`src/link_stats_pkg.sv`:
```
`default_nettype none
// ==========================================================
// Register map and constants of the frame statistics block
package link_stats_pkg;

   // Bus geometry: byte address, word index = address[11:2]
   localparam int          ADDR_W   = 12;
   localparam int          IDX_W    = 10;
   localparam int          DATA_W   = 32;
   localparam int          BYTE_W   = 8;

   // Register indices; byte address is four times the index
   localparam logic [9:0]  IDX_UART_DROP     = 10'h26A;
   localparam logic [9:0]  IDX_UART_GOOD_HI  = 10'h26B;
   localparam logic [9:0]  IDX_UART_GOOD_LO  = 10'h26C;
   localparam logic [9:0]  IDX_LOW_GOOD_HI   = 10'h26D;
   localparam logic [9:0]  IDX_LOW_GOOD_LO   = 10'h26E;
   localparam logic [9:0]  IDX_UART_REG3     = 10'h280;
   localparam logic [9:0]  IDX_LOW_REG3      = 10'h281;
   localparam logic [9:0]  IDX_COUNT_CTRL    = 10'h282;

   // Control register fields
   localparam int          CTRL_UART_EN_BIT  = 0;
   localparam int          CTRL_LOW_EN_BIT   = 1;
   localparam int          CTRL_W            = 2;

   // Reset values
   localparam logic [7:0]  STAT_RST          = 8'h00;
   localparam logic [1:0]  CTRL_RST          = 2'h3;

   // Avalon response codes
   localparam logic [1:0]  RESP_OKAY         = 2'h0;
   localparam logic [1:0]  RESP_DECODE_ERR   = 2'h3;

endpackage
`default_nettype wire

```
`src/link_frame_statistics_counters.sv`:
```
// Decided for this implementation: the Avalon-MM register port.
`timescale 1ns/1ps
`default_nettype none
// What this block does
// - 8-bit count of discarded UART response frames, readable at its own address.
// - Discards caused by a frame integrity error do not advance that count.
// - Reading UART stats reg3 latches all UART statistics and clears UART counters.
// - Reading low-side stats reg3 latches low-side statistics and clears its counters.
// - 16-bit low-side good command count; upper byte first address, lower next.
// - Low-side good command count stops at its maximum, never wraps.
module link_frame_statistics_counters
   import link_stats_pkg::*;
#(
   parameter int DROP_W = 8,
   parameter int GOOD_W = 16
) (
   input  wire logic              clk,
   input  wire logic              rst_b,
   input  wire logic [ADDR_W-1:0] address,
   input  wire logic              read,
   input  wire logic              write,
   input  wire logic [DATA_W-1:0] writedata,
   input  wire logic [3:0]        byteenable,
   output var  logic [DATA_W-1:0] readdata,
   output var  logic              waitrequest,
   output var  logic [1:0]        response,
   input  wire logic              uart_response_dropped,
   input  wire logic              frame_integrity_error,
   input  wire logic              uart_good_cmd,
   input  wire logic              lowside_good_cmd
);

   // ==========================================================
   // Parameter checks
   generate
      if (GOOD_W != 2 * BYTE_W) begin : g_bad_good
         $error("GOOD_W must span exactly two register bytes");
      end
      if ((DROP_W < 1) || (DROP_W > BYTE_W)) begin : g_bad_drop
         $error("DROP_W must fit one register byte");
      end
   endgenerate

   // ==========================================================
   // State: latched statistics and counting control
   typedef struct packed {
      logic [DROP_W-1:0] uart_drop_snap;
      logic [GOOD_W-1:0] uart_good_snap;
      logic [GOOD_W-1:0] low_good_snap;
      logic [CTRL_W-1:0] ctrl;
   } stat_state_t;

   stat_state_t       st_ff;
   stat_state_t       nxt_st;

   logic [IDX_W-1:0]  idx;
   logic              take;
   logic              clr_uart;
   logic              clr_low;
   logic              drop_inc;
   logic              uart_good_inc;
   logic              low_good_inc;
   logic [DROP_W-1:0] uart_drop_live;
   logic [GOOD_W-1:0] uart_good_live;
   logic [GOOD_W-1:0] low_good_live;
   logic [8:0]        rd_sel;
   logic [DATA_W-1:0] rd_word;

   assign idx = address[ADDR_W-1:2];

   // ==========================================================
   // Read decode: returns {hit, byte} for a word index
   function automatic logic [8:0] read_byte(input logic [IDX_W-1:0] i,
                                            input stat_state_t       s);
      logic [8:0] r;
      r = '0;
      if (i == IDX_UART_DROP) begin
         r = {1'b1, BYTE_W'(s.uart_drop_snap)};
      end else if (i == IDX_UART_GOOD_HI) begin
         r = {1'b1, s.uart_good_snap[GOOD_W-1:BYTE_W]};
      end else if (i == IDX_UART_GOOD_LO) begin
         r = {1'b1, s.uart_good_snap[BYTE_W-1:0]};
      end else if (i == IDX_LOW_GOOD_HI) begin
         r = {1'b1, s.low_good_snap[GOOD_W-1:BYTE_W]};
      end else if (i == IDX_LOW_GOOD_LO) begin
         r = {1'b1, s.low_good_snap[BYTE_W-1:0]};
      end else if ((i == IDX_UART_REG3) || (i == IDX_LOW_REG3)) begin
         r = {1'b1, STAT_RST};
      end else if (i == IDX_COUNT_CTRL) begin
         r = {1'b1, {(BYTE_W-CTRL_W){1'b0}}, s.ctrl};
      end
      return r;
   endfunction

   assign rd_sel  = read_byte(idx, st_ff);
   assign rd_word = {{(DATA_W-BYTE_W){1'b0}}, rd_sel[7:0]};

   // ==========================================================
   // Bus slave
   avmm_slave_port u_bus (
      .clk         (clk),
      .rst_b       (rst_b),
      .read        (read),
      .write       (write),
      .rd_word     (rd_word),
      .hit         (rd_sel[8]),
      .take        (take),
      .readdata    (readdata),
      .waitrequest (waitrequest),
      .response    (response)
   );

   // ==========================================================
   // Interval boundaries: one pulse per accepted read of a reg3
   assign clr_uart = take && read && (idx == IDX_UART_REG3);
   assign clr_low  = take && read && (idx == IDX_LOW_REG3);

   // Counting events, gated by the enables
   assign drop_inc      = uart_response_dropped && !frame_integrity_error
                          && st_ff.ctrl[CTRL_UART_EN_BIT];
   assign uart_good_inc = uart_good_cmd && st_ff.ctrl[CTRL_UART_EN_BIT];
   assign low_good_inc  = lowside_good_cmd && st_ff.ctrl[CTRL_LOW_EN_BIT];

   // ==========================================================
   // Live counters
   sat_counter #(.WIDTH(DROP_W)) u_uart_drop (
      .clk   (clk),
      .rst_b (rst_b),
      .clear (clr_uart),
      .inc   (drop_inc),
      .count (uart_drop_live)
   );

   sat_counter #(.WIDTH(GOOD_W)) u_uart_good (
      .clk   (clk),
      .rst_b (rst_b),
      .clear (clr_uart),
      .inc   (uart_good_inc),
      .count (uart_good_live)
   );

   sat_counter #(.WIDTH(GOOD_W)) u_low_good (
      .clk   (clk),
      .rst_b (rst_b),
      .clear (clr_low),
      .inc   (low_good_inc),
      .count (low_good_live)
   );

   // ==========================================================
   // Snapshot latching and control writes
   always_comb begin
      nxt_st = st_ff;
      if (clr_uart) begin
         nxt_st.uart_drop_snap = uart_drop_live;
         nxt_st.uart_good_snap = uart_good_live;
      end
      if (clr_low) begin
         nxt_st.low_good_snap = low_good_live;
      end
      if (take && write && (idx == IDX_COUNT_CTRL) && byteenable[0]) begin
         nxt_st.ctrl = writedata[CTRL_W-1:0];
      end
   end

   // State register
   always_ff @(posedge clk or negedge rst_b) begin
      if (!rst_b) begin
         st_ff.uart_drop_snap <= '0;
         st_ff.uart_good_snap <= '0;
         st_ff.low_good_snap  <= '0;
         st_ff.ctrl           <= CTRL_RST;
      end else begin
         st_ff <= nxt_st;
      end
   end

   // ==========================================================
   // Assertions
   a_drop_counts_clean: assert property (@(posedge clk) disable iff (!rst_b)
      (drop_inc && !clr_uart && (uart_drop_live != {DROP_W{1'b1}}))
      |=> (uart_drop_live == $past(uart_drop_live) + DROP_W'(1)))
      else $error("dropped frame count did not advance");

   a_drop_frame_integrity_error_blocked: assert property (@(posedge clk) disable iff (!rst_b)
      (uart_response_dropped && frame_integrity_error && !uart_good_cmd
       && !clr_uart) |=> (uart_drop_live == $past(uart_drop_live)))
      else $error("integrity error advanced dropped count");

   a_uart_latch_clear: assert property (@(posedge clk) disable iff (!rst_b)
      clr_uart |=> ((st_ff.uart_good_snap == $past(uart_good_live))
                    && (st_ff.uart_drop_snap == $past(uart_drop_live))
                    && (uart_good_live <= GOOD_W'(1))))
      else $error("UART statistics not latched and cleared");

   a_low_latch_clear: assert property (@(posedge clk) disable iff (!rst_b)
      clr_low |=> ((st_ff.low_good_snap == $past(low_good_live))
                   && (low_good_live <= GOOD_W'(1))))
      else $error("low-side statistics not latched and cleared");

   a_low_bytes_split: assert property (@(posedge clk) disable iff (!rst_b)
      (take && read && (idx == IDX_LOW_GOOD_HI))
      |=> (!waitrequest && (readdata[7:0] == $past(st_ff.low_good_snap[15:8]))))
      else $error("low-side upper byte misplaced");

   a_low_sat_hold: assert property (@(posedge clk) disable iff (!rst_b)
      ((low_good_live == {GOOD_W{1'b1}}) && !clr_low)
      |=> (low_good_live == {GOOD_W{1'b1}}))
      else $error("low-side good count wrapped");

   a_uart_sat_hold: assert property (@(posedge clk) disable iff (!rst_b)
      ((uart_good_live == {GOOD_W{1'b1}}) && !clr_uart)
      |=> (uart_good_live == {GOOD_W{1'b1}}))
      else $error("UART good count wrapped");

   a_bus_one_wait: assert property (@(posedge clk) disable iff (!rst_b)
      ((read || write) && waitrequest) |=> !waitrequest)
      else $error("bus answer took more than one wait cycle");

   // Control register and counting enables
   a_ctrl_write_lands: assert property (@(posedge clk) disable iff (!rst_b)
      (take && write && (idx == IDX_COUNT_CTRL) && byteenable[0])
      |=> (st_ff.ctrl == $past(writedata[CTRL_W-1:0])))
      else $error("control write did not land");

   a_ctrl_byte_gate: assert property (@(posedge clk) disable iff (!rst_b)
      (take && write && (idx == IDX_COUNT_CTRL) && !byteenable[0])
      |=> $stable(st_ff.ctrl))
      else $error("control write without its byte lane landed");

   a_ctrl_gates_uart: assert property (@(posedge clk) disable iff (!rst_b)
      (!st_ff.ctrl[CTRL_UART_EN_BIT] && !clr_uart)
      |=> ((uart_good_live == $past(uart_good_live))
           && (uart_drop_live == $past(uart_drop_live))))
      else $error("UART counts moved while paused");

   a_ctrl_gates_low: assert property (@(posedge clk) disable iff (!rst_b)
      (!st_ff.ctrl[CTRL_LOW_EN_BIT] && !clr_low)
      |=> (low_good_live == $past(low_good_live)))
      else $error("low-side count moved while paused");

   // Snapshots change only at an interval boundary
   a_uart_snap_hold: assert property (@(posedge clk) disable iff (!rst_b)
      !clr_uart
      |=> ($stable(st_ff.uart_good_snap) && $stable(st_ff.uart_drop_snap)))
      else $error("UART snapshot changed outside a boundary");

   a_low_snap_hold: assert property (@(posedge clk) disable iff (!rst_b)
      !clr_low
      |=> $stable(st_ff.low_good_snap))
      else $error("low-side snapshot changed outside a boundary");

   // Counting steps and saturation
   a_uart_good_step: assert property (@(posedge clk) disable iff (!rst_b)
      (uart_good_inc && !clr_uart && (uart_good_live != {GOOD_W{1'b1}}))
      |=> (uart_good_live == $past(uart_good_live) + GOOD_W'(1)))
      else $error("UART good count did not advance");

   a_low_good_step: assert property (@(posedge clk) disable iff (!rst_b)
      (low_good_inc && !clr_low && (low_good_live != {GOOD_W{1'b1}}))
      |=> (low_good_live == $past(low_good_live) + GOOD_W'(1)))
      else $error("low-side good count did not advance");

   a_drop_sat_hold: assert property (@(posedge clk) disable iff (!rst_b)
      ((uart_drop_live == {DROP_W{1'b1}}) && !clr_uart)
      |=> (uart_drop_live == {DROP_W{1'b1}}))
      else $error("dropped frame count wrapped");

   // Read data placement and answer codes
   a_drop_reads_snap: assert property (@(posedge clk) disable iff (!rst_b)
      (take && read && (idx == IDX_UART_DROP))
      |=> (readdata == DATA_W'($past(st_ff.uart_drop_snap))))
      else $error("dropped frame count misplaced");

   a_uart_hi_byte: assert property (@(posedge clk) disable iff (!rst_b)
      (take && read && (idx == IDX_UART_GOOD_HI))
      |=> (readdata == DATA_W'($past(st_ff.uart_good_snap[15:8]))))
      else $error("UART upper byte misplaced");

   a_low_lo_byte: assert property (@(posedge clk) disable iff (!rst_b)
      (take && read && (idx == IDX_LOW_GOOD_LO))
      |=> (readdata == DATA_W'($past(st_ff.low_good_snap[7:0]))))
      else $error("low-side lower byte misplaced");

   a_reg3_reads_zero: assert property (@(posedge clk) disable iff (!rst_b)
      (take && read && ((idx == IDX_UART_REG3) || (idx == IDX_LOW_REG3)))
      |=> ((readdata == '0) && (response == RESP_OKAY)))
      else $error("boundary register read returned data");

   a_unmapped_decode: assert property (@(posedge clk) disable iff (!rst_b)
      (take && !rd_sel[8]) |=> (response == RESP_DECODE_ERR))
      else $error("unmapped access not answered with decode error");

   c_uart_snapshot: cover property (@(posedge clk) disable iff (!rst_b)
      clr_uart && (uart_good_live != '0));
   c_low_saturate: cover property (@(posedge clk) disable iff (!rst_b)
      low_good_live == {GOOD_W{1'b1}});
   c_drop_frame_integrity_error: cover property (@(posedge clk) disable iff (!rst_b)
      uart_response_dropped && frame_integrity_error);
   c_ctrl_paused: cover property (@(posedge clk) disable iff (!rst_b)
      take && write && (idx == IDX_COUNT_CTRL) && (writedata[CTRL_W-1:0] != CTRL_RST));
   c_drop_saturated: cover property (@(posedge clk) disable iff (!rst_b)
      clr_uart && (uart_drop_live == {DROP_W{1'b1}}));

endmodule
`default_nettype wire

```
`src/sat_counter.sv`:
```
`timescale 1ns/1ps
`default_nettype none
// ==========================================================
// Saturating event counter with synchronous clear
module sat_counter #(
   parameter int WIDTH = 16
) (
   input  wire logic             clk,
   input  wire logic             rst_b,
   input  wire logic             clear,
   input  wire logic             inc,
   output var  logic [WIDTH-1:0] count
);

   typedef struct packed {
      logic [WIDTH-1:0] cnt;
   } cnt_state_t;

   cnt_state_t st_ff;
   cnt_state_t nxt_st;

   // Width check
   generate
      if (WIDTH < 1) begin : g_bad_width
         $error("sat_counter needs WIDTH of at least one");
      end
   endgenerate

   // Clear restarts the interval; an event in the clear cycle is kept
   always_comb begin
      nxt_st = st_ff;
      if (clear) begin
         nxt_st.cnt = inc ? WIDTH'(1) : '0;
      end else if (inc && (st_ff.cnt != {WIDTH{1'b1}})) begin
         nxt_st.cnt = st_ff.cnt + WIDTH'(1);
      end
   end

   // State register
   always_ff @(posedge clk or negedge rst_b) begin
      if (!rst_b) begin
         st_ff <= '0;
      end else begin
         st_ff <= nxt_st;
      end
   end

   assign count = st_ff.cnt;

endmodule
`default_nettype wire

```
`src/avmm_slave_port.sv`:
```
`timescale 1ns/1ps
`default_nettype none
// ==========================================================
// Avalon-MM slave: one wait state, registered answer
module avmm_slave_port
   import link_stats_pkg::*;
(
   input  wire logic              clk,
   input  wire logic              rst_b,
   input  wire logic              read,
   input  wire logic              write,
   input  wire logic [DATA_W-1:0] rd_word,
   input  wire logic              hit,
   output var  logic              take,
   output var  logic [DATA_W-1:0] readdata,
   output var  logic              waitrequest,
   output var  logic [1:0]        response
);

   typedef struct packed {
      logic              ack;
      logic [DATA_W-1:0] rdata;
      logic [1:0]        resp;
   } bus_state_t;

   bus_state_t st_ff;
   bus_state_t nxt_st;

   // Request is taken in its first cycle, released the cycle after
   assign take        = (read || write) && !st_ff.ack;
   assign waitrequest = take;

   // Answer is captured at the taking edge
   always_comb begin
      nxt_st     = st_ff;
      nxt_st.ack = take;
      if (take) begin
         nxt_st.resp = hit ? RESP_OKAY : RESP_DECODE_ERR;
         if (read) begin
            nxt_st.rdata = hit ? rd_word : '0;
         end
      end
   end

   // State register
   always_ff @(posedge clk or negedge rst_b) begin
      if (!rst_b) begin
         st_ff <= '0;
      end else begin
         st_ff <= nxt_st;
      end
   end

   assign readdata = st_ff.rdata;
   assign response = st_ff.resp;

endmodule
`default_nettype wire

```
`config.mk`:
```
export PLATFORM = sky130hd
export DESIGN_NAME = link_frame_statistics_counters
export DESIGN_NICKNAME = d
export VERILOG_FILES = /design/src/link_stats_pkg.sv /design/src/link_frame_statistics_counters.sv /design/src/sat_counter.sv /design/src/avmm_slave_port.sv
export SDC_FILE = /design/constraint.sdc
export NUM_CORES = 1
export LEC_CHECK = 0
export ABC_AREA = 0
export BUFFER_PORTS_ARGS = -buffer_cell sky130_fd_sc_hd__buf_2
export CAP_MARGIN = 10
export CORE_UTILIZATION = 58
export DETAILED_ROUTE_END_ITERATION = 16
export PLACE_DENSITY = 0.81
export SLEW_MARGIN = 0
export SYNTH_ARGS = -nofsm -noshare
export SYNTH_HDL_FRONTEND = slang
export SYNTH_HIERARCHICAL = 1
export SYNTH_SLANG_ARGS = --single-unit
```
`constraint.sdc`:
```
create_clock -name clk -period 3.13 [get_ports clk]
set_clock_uncertainty 0.2 [all_clocks]
set_input_delay 0.7825 -clock clk [delete_from_list [all_inputs] [get_ports clk]]
set_output_delay 0.7825 -clock clk [all_outputs]
set_load 0.05 [all_outputs]
```
==> metrics <==
Clk pwr share 56.2%; worst r2r path cells 7; fin crit period 2.68 ns; io pins 91; post-synthesis sequential area ratio 45.7%; cts hold-fix bufs 0; Sink Count 116; DRC viols 0; Leakage 3.26 nW; CTS resizes 0; die area 11400 um2; largest net degree at the start of global routing 117; htree depth 4; nets 712; Tcrit/Tclk final 85.7%; via count 4702; Final ANT Viol Nets 0; Area growth, synth to finish 14.0%; share of cells above drive strength 1 26.0%; reg2reg setup slack 0.69 ns; Yosys warning count 6; Synth area leaders dfrtp_1, mux2_2, mux2i_1; CP endpoint u_low_good/count[0]$_DFFE_PN0P_; core area 10500 um2; sequential share of power 39.6%; initial core utilization 60.7%; Post-synth EDFFs 0; Pre-antenna DRT Iters 6; Crit. End Element flip-flop; number of global-route vias before repair 4717; sw frac 20.4%; RR Startpoint u_bus/st_ff[34]$_DFF_PN0_; maximum fanout along the worst path 21; grt total ovfl 0; number of diodes 0; Slew headroom 59.7%; Worst-Margin Slew 0.605 ns; IO buf count 55; initial antenna violation count 0; Tot GR Track Use 25.8%; most common cell in the synthesized netlist dfrtp_1; Mapped Cells 609; Worst Path Class, Setup in2reg; max-slew violation count 0; Die H 107 um; worst skew pair latency 0.53 ns; Storage cell area 2910 um2; Post-Route WL 13.8 mm; final count of hold timing violations 0; largest area contributor in the netlist dfrtp_1; first-pass GRT wire length 22.8 mm; # rows 37; CP Launch Type primary input; NetSw 0.779 mW; Pint 3.05 mW; Unique masters post-synth 67; Post-synth top cells dfrtp_1, inv_1, mux2_2, nand2_1, mux2i_1; Initial DRC Count 354; Final HPWL DP 9.08 mm; status completed; final hold slack 0.128 ns; clk slew on worst S/H paths 0.06 ns; area share of the largest cell type after synthesis 44.9%; IR drop worst, VDD 0.000322 V; GP Congestion 0.881; filler cell count 712; Avg Inst Size Synth 10.4 um2; DR WL/cell 17.2 um; combinational share of power 4.2%; CTS Buf Count 17; Synth Register Bits 116; Mapped Area 6350 um2; hold crit path type in2async; setup bufs post-CTS 0; post-route cell area 7240 um2; root buf cell clkbuf_8; worst setup path start address[8]; asr flop ratio synth 100%; placed instance area 6590 um2; Worst EP required 3.30 ns; capturing point of the worst reg2reg path st_ff[24]$_DFFE_PN0P_; CTS tree done; setup total negative slack 0 ns; RSZ-0062 raised after global routing no; crit path DAT 2.85 ns; chip width 107 um; Vias per Instance 5.87; Max-Cap Viols 0; Setup violations, final 0; PwrDens 528 nW/um2; FMAX 373 MHz; Longest Clk Path Bufs 2; Primary FF master, synth dfrtp_1; multi-input logic area 2890 um2
[area by class of cell]
| type | instances | area share (%) |
|---|---|---|
| sequential | 116 | 40.1 |
| multi-input combinational | 401 | 39.9 |
| clock buffer | 21 | 6.20 |
| timing repair buffer | 68 | 6.05 |
| clock inverter | 10 | 2.80 |
| inverter | 49 | 2.54 |
| tap | 136 | 2.35 |
[power by group through the flow]
stage	sequential, mW	combinational (mW)	clock (mW)
detailed placement	1.54	0.159	0
finish	1.52	0.159	2.15
floorplan	1.54	0.111	0
global route	1.52	0.176	2.23
global placement	1.54	0.154	0
CTS	1.52	0.160	2.17
[worst min-delay path by stage]
stage,endpoint,slack [ns],cells after the start
finish,u_bus/readdata[30]$_DFFE_PN0P_,0.13,2
global route,u_bus/readdata[28]$_DFFE_PN0P_,0.18,2
CTS,u_bus/readdata[28]$_DFFE_PN0P_,0.17,2
detailed placement,st_ff[26]$_DFFE_PN0P_,0.29,1
global placement,st_ff[41]$_DFFE_PN0P_,0.29,1
floorplan,u_low_good/count[7]$_DFFE_PN0P_,0.27,1
[sequential cells by signal (all words and copies together), names as in the netlist]
name	cells
u_low_good/count	16
u_uart_good/count	16
u_uart_drop/count	8
u_bus/readdata	32
st_ff	42
u_bus/st_ff	1
u_bus/response	1
[cells by family after synthesis]
| kind of cell | after synthesis | synth area share (%) |
|---|---|---|
| adder cells (fa/ha/maj) | 3 | 0.591 |
| other | 1 | 0.0590 |
| flip-flops | 116 | 45.7 |
| buffers and inverters | 115 | 10.4 |
| AO/OA/AOI/OAI | 92 | 10.1 |
| multiplexers | 92 | 15.5 |
| AND/OR/NAND/NOR | 190 | 17.6 |
[through the flow]
step / instances / util (%) / total power [mW] / worst slack, ns
global placement: 770 / 63.0 / 1.70 / 0.0161
finish: 801 / 69.2 / 3.83 / 0.446
floorplan: 632 / - / 1.65 / 0.00469
global route: 801 / 69.2 / 3.93 / 0.327
CTS: 801 / 69.2 / 3.84 / 0.472
detailed placement: 770 / 63.0 / 1.70 / -0.0314
[per-layer routing]
layer	GRT usage [%]	wire length [um]	vias to the layer above	share of wire, %
met5	0	0	-	0
met2	43.9	7030	153	51
met1	31.8	5850	2325	43
li1	-	-	2194	-
met4	10.6	308	0	2.2
met3	5.59	570	30	4.1
[placed cells by master, fill, tap and decap left out, types with 5 or more instances in the layout]
cell type,count
dfrtp_1,114
buf_2,54
inv_1,49
mux2_2,48
nand2_1,47
mux2i_1,42
nor2_1,34
a21oi_1,29
conb_1,24
clkbuf_16,16
a211oi_1,11
nand3_1,11
nor3_1,11
nor2b_1,10
nand2b_1,10
buf_4,9
nand4_1,9
nor4_1,7
a22oi_1,6
bufinv_16,6
o21ai_0,6
o41ai_1,6
o22ai_1,5
or4_1,5
and3_1,5
buf_12,5
[critical path, stage by stage]
cell and delay, ns:
buf_2 0.11, or4_4 0.56, or4_1 0.52, nor3_2 0.31
buf_12 0.19, inv_1 0.08, o211ai_1 0.11, o311ai_0 0.17
(Power assumes the default switching activity.)
